===== src/hw/nau_pkg.sv =====
// package for the nibble arithmetic unit: opcodes, widths, reset values
// assumes a single core clock and an instruction sequencer feeding one opcode per strobe
package nau_pkg;

  // ----------------------------------------
  // widths and reset values
  // ----------------------------------------
  localparam int NAU_DATA_W = 4;
  localparam logic [3:0] NAU_ACC_RESET = 4'h0;
  localparam logic NAU_CARRY_RESET = 1'b0;
  localparam logic [3:0] NAU_TEN = 4'hA;

  // ----------------------------------------
  // opcodes
  // ----------------------------------------
  localparam logic [7:0] NAU_OP_SUM_WITH_CARRY_SKIP = 8'h30;
  localparam logic [7:0] NAU_OP_SUM = 8'h31;
  localparam logic [7:0] NAU_OP_PLUS_TEN = 8'h4A;
  localparam logic [3:0] NAU_OP_IMMEDIATE_SUM_SKIP_HI = 4'h5;
  localparam logic [7:0] NAU_OP_INVERTED_ACC_CARRY_SUM = 8'h10;
  localparam logic [7:0] NAU_OP_ZERO_ACC = 8'h00;
  localparam logic [7:0] NAU_OP_INVERT = 8'h40;
  localparam logic [7:0] NAU_OP_NOP = 8'h44;
  localparam logic [7:0] NAU_OP_CARRY_ZERO = 8'h32;
  localparam logic [7:0] NAU_OP_CARRY_ONE = 8'h22;
  localparam logic [7:0] NAU_OP_XOR = 8'h02;

  // request from the sequencer
  typedef struct packed {
    logic valid;
    logic [7:0] opcode;
  } nau_req_type;

  // result towards the sequencer
  typedef struct packed {
    logic done;
    logic skip;
  } nau_resp_type;

endpackage


===== src/hw/nau_unit.sv =====
// nibble arithmetic unit: accumulator, carry, skip reporting
// assumes the sequencer presents one opcode per valid cycle and the data memory
// returns the nibble addressed by the pointer combinationally on mem_data
`timescale 1ns/1ps
`default_nettype none

// What this block does
// - Opcode 30 adds accumulator, carry and memory, stores carry-out and skips on carry.
// - Opcode 31 adds memory to the accumulator, carry untouched, no skip.
// - Opcode 4A adds ten to the accumulator, carry untouched, no skip.
// - Opcodes 51 to 5F add the immediate and skip on carry; 50 is not this operation.
// - Opcode 10 adds the inverted accumulator, memory and carry, stores carry, skips on carry.
// - Opcode 00 clears the accumulator with no carry change and no skip.
// - Opcode 40 inverts the accumulator with no carry change and no skip.
// - Opcode 44 changes nothing and never skips.
// - Opcode 32 clears carry and opcode 22 sets it, neither skips.
// - Opcode 02 exclusive-ORs memory into the accumulator, carry kept, no skip.
// - The accumulator is a 4-bit register and carry a 1-bit register.
// - The memory operand is the nibble addressed by row and digit pointers.
module nau_unit
  import nau_pkg::*;
#(
  parameter int ROW_W = 2
) (
  input wire logic clk_sys,
  input wire logic nrst,
  input wire nau_req_type req,
  input wire logic [ROW_W-1:0] ram_row_pointer,
  input wire logic [3:0] ram_digit_pointer,
  input wire logic [3:0] mem_data,
  output logic [ROW_W+3:0] mem_addr,
  output logic [3:0] acc,
  output logic carry,
  output nau_resp_type resp
);

  // ----------------------------------------
  // combinational datapath
  // ----------------------------------------
  logic [4:0] next_sum;
  logic [3:0] next_acc;
  logic next_carry;
  logic next_skip;
  logic suppress;
  logic [7:0] op;

  assign op = req.opcode;

  // the previous instruction asked to skip: swallow this one entirely
  always_ff @(posedge clk_sys or negedge nrst) begin
    if (!nrst) begin
      suppress <= 1'b0;
    end else if (req.valid) begin
      suppress <= next_skip;
    end
  end

  // one case covers every opcode; unknown ones behave as no-op here
  always_comb begin
    next_sum = 5'h00;
    next_acc = acc;
    next_carry = carry;
    next_skip = 1'b0;
    if (!suppress) begin
      case (op)
        NAU_OP_SUM_WITH_CARRY_SKIP: begin
          next_sum = {1'b0, acc} + {1'b0, mem_data} + {4'h0, carry};
          next_acc = next_sum[3:0];
          next_carry = next_sum[4];
          next_skip = next_sum[4];
        end
        NAU_OP_SUM: begin
          next_sum = {1'b0, acc} + {1'b0, mem_data};
          next_acc = next_sum[3:0];
        end
        NAU_OP_PLUS_TEN: begin
          next_sum = {1'b0, acc} + {1'b0, NAU_TEN};
          next_acc = next_sum[3:0];
        end
        NAU_OP_INVERTED_ACC_CARRY_SUM: begin
          next_sum = {1'b0, ~acc} + {1'b0, mem_data} + {4'h0, carry};
          next_acc = next_sum[3:0];
          next_carry = next_sum[4];
          next_skip = next_sum[4];
        end
        NAU_OP_ZERO_ACC: next_acc = 4'h0;
        NAU_OP_INVERT: next_acc = ~acc;
        NAU_OP_NOP: next_acc = acc;
        NAU_OP_CARRY_ZERO: next_carry = 1'b0;
        NAU_OP_CARRY_ONE: next_carry = 1'b1;
        NAU_OP_XOR: next_acc = acc ^ mem_data;
        default: begin
          // zero immediate is left to other groups, so 50 is not an add
          if (op[7:4] == NAU_OP_IMMEDIATE_SUM_SKIP_HI && op[3:0] != 4'h0) begin
            next_sum = {1'b0, acc} + {1'b0, op[3:0]};
            next_acc = next_sum[3:0];
            next_skip = next_sum[4];
          end
        end
      endcase
    end
  end

  // ----------------------------------------
  // architectural registers
  // ----------------------------------------
  always_ff @(posedge clk_sys or negedge nrst) begin
    if (!nrst) begin
      acc <= NAU_ACC_RESET;
      carry <= NAU_CARRY_RESET;
    end else if (req.valid) begin
      acc <= next_acc;
      carry <= next_carry;
    end
  end

  // registered response so outputs come from flops; one cycle after the request
  always_ff @(posedge clk_sys or negedge nrst) begin
    if (!nrst) begin
      resp <= '0;
    end else begin
      resp.done <= req.valid;
      resp.skip <= req.valid & next_skip;
    end
  end

  // memory address registered from the pointers; mem_data is read by the opcode in the same cycle
  always_ff @(posedge clk_sys or negedge nrst) begin
    if (!nrst) begin
      mem_addr <= '0;
    end else begin
      mem_addr <= {ram_row_pointer, ram_digit_pointer};
    end
  end

  // ----------------------------------------
  // assertions
  // ----------------------------------------
  property p_sum_carry;
    @(posedge clk_sys) disable iff (!nrst)
      (req.valid && !suppress && op == NAU_OP_SUM_WITH_CARRY_SKIP) |=>
      ({carry, acc} == $past({1'b0, acc}) + $past({1'b0, mem_data}) + $past({4'h0, carry}))
      && (resp.skip == carry);
  endproperty
  a_sum_carry: assert property (p_sum_carry) else $error("sum with carry wrong");

  property p_sum;
    @(posedge clk_sys) disable iff (!nrst)
      (req.valid && !suppress && op == NAU_OP_SUM) |=>
      (acc == $past(acc) + $past(mem_data)) && $stable(carry) && !resp.skip;
  endproperty
  a_sum: assert property (p_sum) else $error("plain sum wrong");

  property p_ten;
    @(posedge clk_sys) disable iff (!nrst)
      (req.valid && !suppress && op == NAU_OP_PLUS_TEN) |=>
      (acc == $past(acc) + 4'hA) && $stable(carry) && !resp.skip;
  endproperty
  a_ten: assert property (p_ten) else $error("plus ten wrong");

  property p_imm;
    @(posedge clk_sys) disable iff (!nrst)
      (req.valid && !suppress && op[7:4] == 4'h5 && op[3:0] != 4'h0) |=>
      ({resp.skip, acc} == $past({1'b0, acc}) + $past({1'b0, op[3:0]})) && $stable(carry);
  endproperty
  a_imm: assert property (p_imm) else $error("immediate sum wrong");

  property p_inv_sum;
    @(posedge clk_sys) disable iff (!nrst)
      (req.valid && !suppress && op == NAU_OP_INVERTED_ACC_CARRY_SUM) |=>
      ({carry, acc} == $past({1'b0, ~acc}) + $past({1'b0, mem_data}) + $past({4'h0, carry}));
  endproperty
  a_inv_sum: assert property (p_inv_sum) else $error("inverted sum wrong");

  property p_clear;
    @(posedge clk_sys) disable iff (!nrst)
      (req.valid && !suppress && op == NAU_OP_ZERO_ACC) |=> acc == 4'h0 && $stable(carry);
  endproperty
  a_clear: assert property (p_clear) else $error("clear wrong");

  property p_nop;
    @(posedge clk_sys) disable iff (!nrst)
      (req.valid && op == NAU_OP_NOP) |=> $stable(acc) && $stable(carry) && !resp.skip;
  endproperty
  a_nop: assert property (p_nop) else $error("no-op changed state");

  property p_carry_ops;
    @(posedge clk_sys) disable iff (!nrst)
      (req.valid && !suppress && (op == NAU_OP_CARRY_ZERO || op == NAU_OP_CARRY_ONE)) |=>
      carry == ($past(op) == NAU_OP_CARRY_ONE) && !resp.skip;
  endproperty
  a_carry_ops: assert property (p_carry_ops) else $error("carry set or clear wrong");

  property p_skip_next;
    @(posedge clk_sys) disable iff (!nrst)
      (resp.skip ##0 req.valid) |=> $stable(acc) && $stable(carry) && !resp.skip;
  endproperty
  a_skip_next: assert property (p_skip_next) else $error("skipped opcode had effect");

  property p_invert;
    @(posedge clk_sys) disable iff (!nrst)
      (req.valid && !suppress && op == NAU_OP_INVERT) |=>
      (acc == ~$past(acc)) && $stable(carry) && !resp.skip;
  endproperty
  a_invert: assert property (p_invert) else $error("invert wrong");

  property p_xor;
    @(posedge clk_sys) disable iff (!nrst)
      (req.valid && !suppress && op == NAU_OP_XOR) |=>
      (acc == ($past(acc) ^ $past(mem_data))) && $stable(carry) && !resp.skip;
  endproperty
  a_xor: assert property (p_xor) else $error("exclusive-or wrong");

  // a zero immediate must leave accumulator and carry unchanged and raise no skip
  property p_imm_zero;
    @(posedge clk_sys) disable iff (!nrst)
      (req.valid && !suppress && op == {NAU_OP_IMMEDIATE_SUM_SKIP_HI, 4'h0}) |=>
      $stable(acc) && $stable(carry) && !resp.skip;
  endproperty
  a_imm_zero: assert property (p_imm_zero) else $error("zero immediate changed state");

endmodule
`default_nettype wire


===== config.mk =====
export PLATFORM = sky130hd
export DESIGN_NAME = nau_unit
export DESIGN_NICKNAME = d
export VERILOG_FILES = /design/src/hw/nau_pkg.sv /design/src/hw/nau_unit.sv
export SDC_FILE = /design/constraint.sdc
export NUM_CORES = 1
export LEC_CHECK = 0
export BUFFER_PORTS_ARGS = -buffer_cell sky130_fd_sc_hd__buf_2
export CORE_ASPECT_RATIO = 0.6
export CORE_UTILIZATION = 30
export DETAILED_ROUTE_END_ITERATION = 8
export HOLD_SLACK_MARGIN = 0.08
export MAX_ROUTING_LAYER = met4
export SYNTH_ARGS = -nofsm -noshare
export SYNTH_HDL_FRONTEND = slang
export SYNTH_SLANG_ARGS = --single-unit

===== constraint.sdc =====
create_clock -name clk_sys -period 2.3 [get_ports clk_sys]
set_clock_uncertainty 0.05 [all_clocks]
set_input_delay 0 -clock clk_sys [delete_from_list [all_inputs] [get_ports clk_sys]]
set_output_delay 0 -clock clk_sys [all_outputs]
set_load 0.01 [all_outputs]

Word-level counts from Yosys, hierarchy flattened:

Index checks and enable logic that the tools add are counted.

* register bits: 14
* input port bits: 21
* output and inout bits: 13
* word-level logic and storage cells: 42

* add/sub/neg operators: 6
* equal/unequal tests: 10
* mux-type cells: 6
* bitwise gates (word level): 5
* reduce and logical (&&, ||, !) cells: 9

Operator list (number)
* == test 8 x 6 -> 1 bit, second input constant: 4
* one-hot mux 4 bit (8 select lines): 1
* == test 8 x 7 -> 1 bit, second input constant: 3
* adder 4 x 4 -> 5 bit: 3
* adder 5 x 1 -> 5 bit: 2
* == test 8 x 2 -> 1 bit, second input constant: 1
* == test 8 x 5 -> 1 bit, second input constant: 1
* zero test 8 bit: 1
* nonzero test 4 bit: 2
* nonzero test 8 bit: 1
* OR reduction 8 bit: 1
* adder 4 bit, second input constant: 1
* == test 4 x 3 -> 1 bit, second input constant: 1
* 2-to-1 mux 4 bit: 1
* inverter 4 bit: 1
* one-hot mux 1 bit (4 select lines): 1
* AND reduction 4 bit: 1
* bitwise XOR 4 bit: 1
* one-hot mux 1 bit (3 select lines): 1
* AND reduction 3 bit: 1
* OR reduction 3 bit: 1
* 2-to-1 mux 1 bit: 2
* inverter 1 bit: 2
* AND 1 bit: 1
* logical AND 1 bit: 1

Depth between registers and ports, before layout:

* depth after elaboration: 6
* gate-level depth with buffers: 11
* gate-level depth less buffers: 11

Least setup slack after synthesis:

Ideal clock, no wire load.

* kind: register -> register
* start point: reg acc[0]
* end point: reg acc[1]
* setup time: 0.133 ns
* arrival time: 2.181 ns
* required time: 2.117 ns
* setup slack: -0.063 ns
* cell stages (with the launch flop): 9
* path buffers: 0
* clock period less this slack: 2.363 ns
* cell sequence: dfrtp_1 -> ha_1 -> fa_1 -> ha_1 -> mux2_2 -> a221oi_1 -> o21ai_0 -> nand2_1 -> o21ai_0

* longest elaborated chain between the ends: 4
* elaborated cells on any way between the ends: 9
* those cells by class: 6 x add/sub; 2 x mux; 1 x bitwise

RTL lines
* start, declared: RTL line nau_unit.sv:32 `output logic [3:0] acc,`
* start signal, assigned: RTL line nau_unit.sv:112 `acc <= next_acc;`
* inverter 4 bit: RTL line nau_unit.sv:81 `next_sum = {1'b0, ~acc} + {1'b0, mem_data} + {4'h0, carry};`
* adder 4 x 4 -> 5 bit: RTL line nau_unit.sv:81
* adder 5 x 1 -> 5 bit: RTL line nau_unit.sv:81
* one-hot mux 4 bit (8 select lines) *: RTL line nau_unit.sv:65 `case (op)`

Every way passes the cells marked *; elsewhere a longest branch is shown, timed or not. The select of a mux whose other input is x is not followed.
A chain may end at the register's enable or synchronous reset.

Worst setup path after layout:

* start point: reg acc[0]
* end point: reg acc[2]

Same word-level chain as after synthesis.

==> load_flow_metrics.sql <==
INSERT INTO impl_metrics (metric_group, metric, value, unit) VALUES
('finish', 'final.fill_count', '481', ''),
('finish', 'layout-drive-gt1-share', '0.330', ''),
('finish', 'combined_area_of_the_multi_input_logic_cells', '1130', 'um2'),
('clock_network', 'tritoncts_num_sinks', '14', ''),
('sta', 'final-hold-violation-count', '0', ''),
('finish', 'instances_no_fill', '293', ''),
('sta', 'holdWs', '127', 'ps'),
('power_and_ir_drop', 'comb_pwr_share', '0.693', ''),
('clock_network', 'cts_setup_buffers', '0', ''),
('worst_setup_path', 'timing.critical_path.to', 'acc[2]', ''),
('place', 'half_perimeter_wire_length_of_the_detailed_placement_result', '3460', 'um'),
('power_and_ir_drop', 'clock_power_frac', '0.129', ''),
('place', 'place_congestion', '0.909', ''),
('worst_setup_path', 'critical_path_peak_fanout', '4', ''),
('drt', 'route.vias.total', '1527', ''),
('global_route', 'globalRouteTotalUtil', '0.174', ''),
('finish', 'most_frequent_cells_in_the_layout', '33 x sky130_fd_sc_hd__buf_2, 22 x sky130_fd_sc_hd__buf_4', ''),
('synthesis', 'synth_async_sr_flop_share', '1.00', ''),
('outcome', 'failed_checks', 'setup timing', ''),
('synthesis', 'ys_seq_area_frac', '0.232', ''),
('power_and_ir_drop', 'power_frac_seq', '0.178', ''),
('power_and_ir_drop', 'powerDensity', '915', 'nW/um2'),
('worst_setup_path', 'endpoint_kind', 'register', ''),
('sta', 'setup_viol_count_final', '1', ''),
('floorplanning', 'die-height', '57.0', 'um'),
('drt', 'wire_per_inst', '14.6', 'um'),
('run', 'max-cap-violations', '0', ''),
('sta', 'finalWorstSetupSlack', '-0.862', 'ps'),
('floorplanning', 'num_rows', '19', ''),
('synthesis', 'synth_enable_flop_cells', '0', ''),
('hold_path', 'hold_path_class', 'input pin to asynchronous set/reset pin', ''),
('clock_network', 'clk_transition_reported_paths', '60', 'ps'),
('drt', 'vias_per_cell', '5.21', ''),
('finish', 'syn_to_final_growth', '36.9', '%'),
('place', 'dpl-instance-area', '1900', 'um2'),
('outcome', 'outcome', 'finished with violations', ''),
('place', 'numPortBuffers', '33', ''),
('drt', 'initial_drt_markers', '214', ''),
('synthesis', 'main_synth_ff_type', 'sky130_fd_sc_hd__dfrtp_1', ''),
('place', 'place.detailed.instances', '281', ''),
('global_route', 'grt_antenna_before_repair', '0', ''),
('worst_setup_path', 'worstRegToRegCells', '9', ''),
('clock_network', 'inserted_clock_buffers', '3', ''),
('drt', 'wl', '4270', 'um'),
('floorplanning', 'die-area', '5340', 'um2'),
('power_and_ir_drop', 'sw_frac_of_total', '0.424', ''),
('clock_network', 'h-tree-depth', '1', ''),
('worst_setup_path', 'worstPathArrival', '2360', 'ps'),
('finish', 'n_antenna_cell', '0', ''),
('sta', 'grt_setup_unrepaired', 'true', ''),
('clock_network', 'cts_buffer_depth', '2', ''),
('synthesis', 'synth.avg_cell_area', '8.85', 'um2'),
('power_and_ir_drop', 'worst_ir_drop_vdd', '0.000361', 'V'),
('drt', 'post-route-drc-count', '0', ''),
('clock_network', 'clock_insertion_delay_worst_skew', '250', 'ps'),
('worst_setup_path', 'worst_setup_path_startpoint', 'acc[0]', ''),
('finish', 'finish.instance_area', '2070', 'um2'),
('floorplanning', 'io_pins', '34', ''),
('sta', 'clock.fmax', '0.435', 'GHz'),
('worst_setup_path', 'setup.worst_path.class', 'register to register', ''),
('worst_setup_path', 'critical_path_required', '2360', 'ps'),
('synthesis', 'synthesis.yosys.warnings', '0', ''),
('global_route', 'grt_pass1_vias', '1343', ''),
('sta', 'final_max_slew_viol_count', '0', ''),
('power_and_ir_drop', 'p_leak', '0.000923', 'uW'),
('floorplanning', 'floorplan.core_area', '4710', 'um2'),
('synthesis', 'post_synth_num_cell_types', '52', ''),
('drt', 'ant_nets', '0', ''),
('synthesis', 'synthesis.nets', '211', ''),
('worst_setup_path', 'critical_path.startpoint_type', 'register', ''),
('synthesis', 'gate_count_post_synth', '171', '');
## worst min-delay path by stage
stage | from | endpoint | slack, ps | depth (start not counted)
3_3_place_gp | nrst | mem_addr[0] | -130 | 1
3_5_place_dp | nrst | mem_addr[4] | -140 | 1
2_1_floorplan | nrst | acc[0] | -350 | 0
6_report | nrst | acc[2] | 130 | 2
4_1_cts | nrst | mem_addr[4] | 130 | 2
5_1_grt | nrst | suppress | 170 | 2
## final cells by class
cell class,instances,share of cell area
clock buffers,4,0.0266
inverters,13,0.0236
multi-input cells,136,0.544
flip-flops and latches,14,0.170
well taps,63,0.0381
repair buffers,63,0.198
## registers in the layout, summed over array words and instances, names as in the netlist
name      flops
suppress      1
resp          2
mem_addr      6
carry         1
acc           4
## metrics by stage
step | TNS, ps | total power [uW] | utilization | setup WS, ps
final | -0.862 | 1890 | 0.440 | -0.862
after global routing | -99.7 | 2030 | 0.440 | -54.8
after CTS | -2.92 | 1840 | 0.435 | -2.92
after detailed placement | -73.4 | 1550 | 0.404 | -48.6
after global placement | -54.8 | 1570 | 0.404 | -54.8
after floorplan | 0 | 1090 | - | 16.2
## cell usage after synthesis, drive strengths merged, types with 4 or more instances
cell     n  share of area
fa       4          0.053
nor2    13          0.032
inv     13          0.032
nand2    6          0.015
dfrtp   14           0.23
nand2b   7          0.029
o21ai    6          0.020
nor3    10          0.036
xnor2    6          0.035
clkbuf   6          0.015
nor4     4          0.021
a31oi    5          0.021
ha      15           0.12
a21oi   10          0.033
## power by group through the flow
stage          clock network (uW)  registers [uW]  logic [uW]
6_report                      244             337        1310
5_1_grt                       262             341        1430
4_1_cts                       251             335        1260
3_5_place_dp                    0             341        1210
3_3_place_gp                    0             341        1230
2_1_floorplan                   0             388         701
## critical path: stages, from the launching register on
cell and delay (ps):
sky130_fd_sc_hd__dfrtp_2 450, sky130_fd_sc_hd__ha_4 180, sky130_fd_sc_hd__fa_2 570, sky130_fd_sc_hd__ha_4 150
sky130_fd_sc_hd__nor2b_1 210, sky130_fd_sc_hd__nor3_2 70, sky130_fd_sc_hd__a21oi_1 120, sky130_fd_sc_hd__nor3_1 60
sky130_fd_sc_hd__a31oi_1 160, sky130_fd_sc_hd__a31oi_1 140
## routing by layer
metal  vias to the layer above  GRT usage  wire, um
li1                        746          -         -
met1                       702      0.285      2320
met2                        75      0.217      1560
met3                         4     0.0333       349
met4                         0     0.0198        31
met5                         -          -         0
## what timing repair did
action	4_1_cts	5_1_grt
gates resized for setup	2	6
hold buffers	8	0
setup endpoints to repair	2	5
pin swaps	3	1
endpoints found under the hold margin	22	0
## cells by family after synthesis
group | Yosys count | synth area share
and+or+nand+nor | 61 | 0.245
AOI/OAI and AO/OA | 43 | 0.204
buffers and inverters | 21 | 0.0620
adders and majority gates | 19 | 0.177
DFF | 14 | 0.232
xor gates and xnor gates | 9 | 0.0521
muxes | 4 | 0.0281
Note: power is estimated with default switching activity, not from simulation.
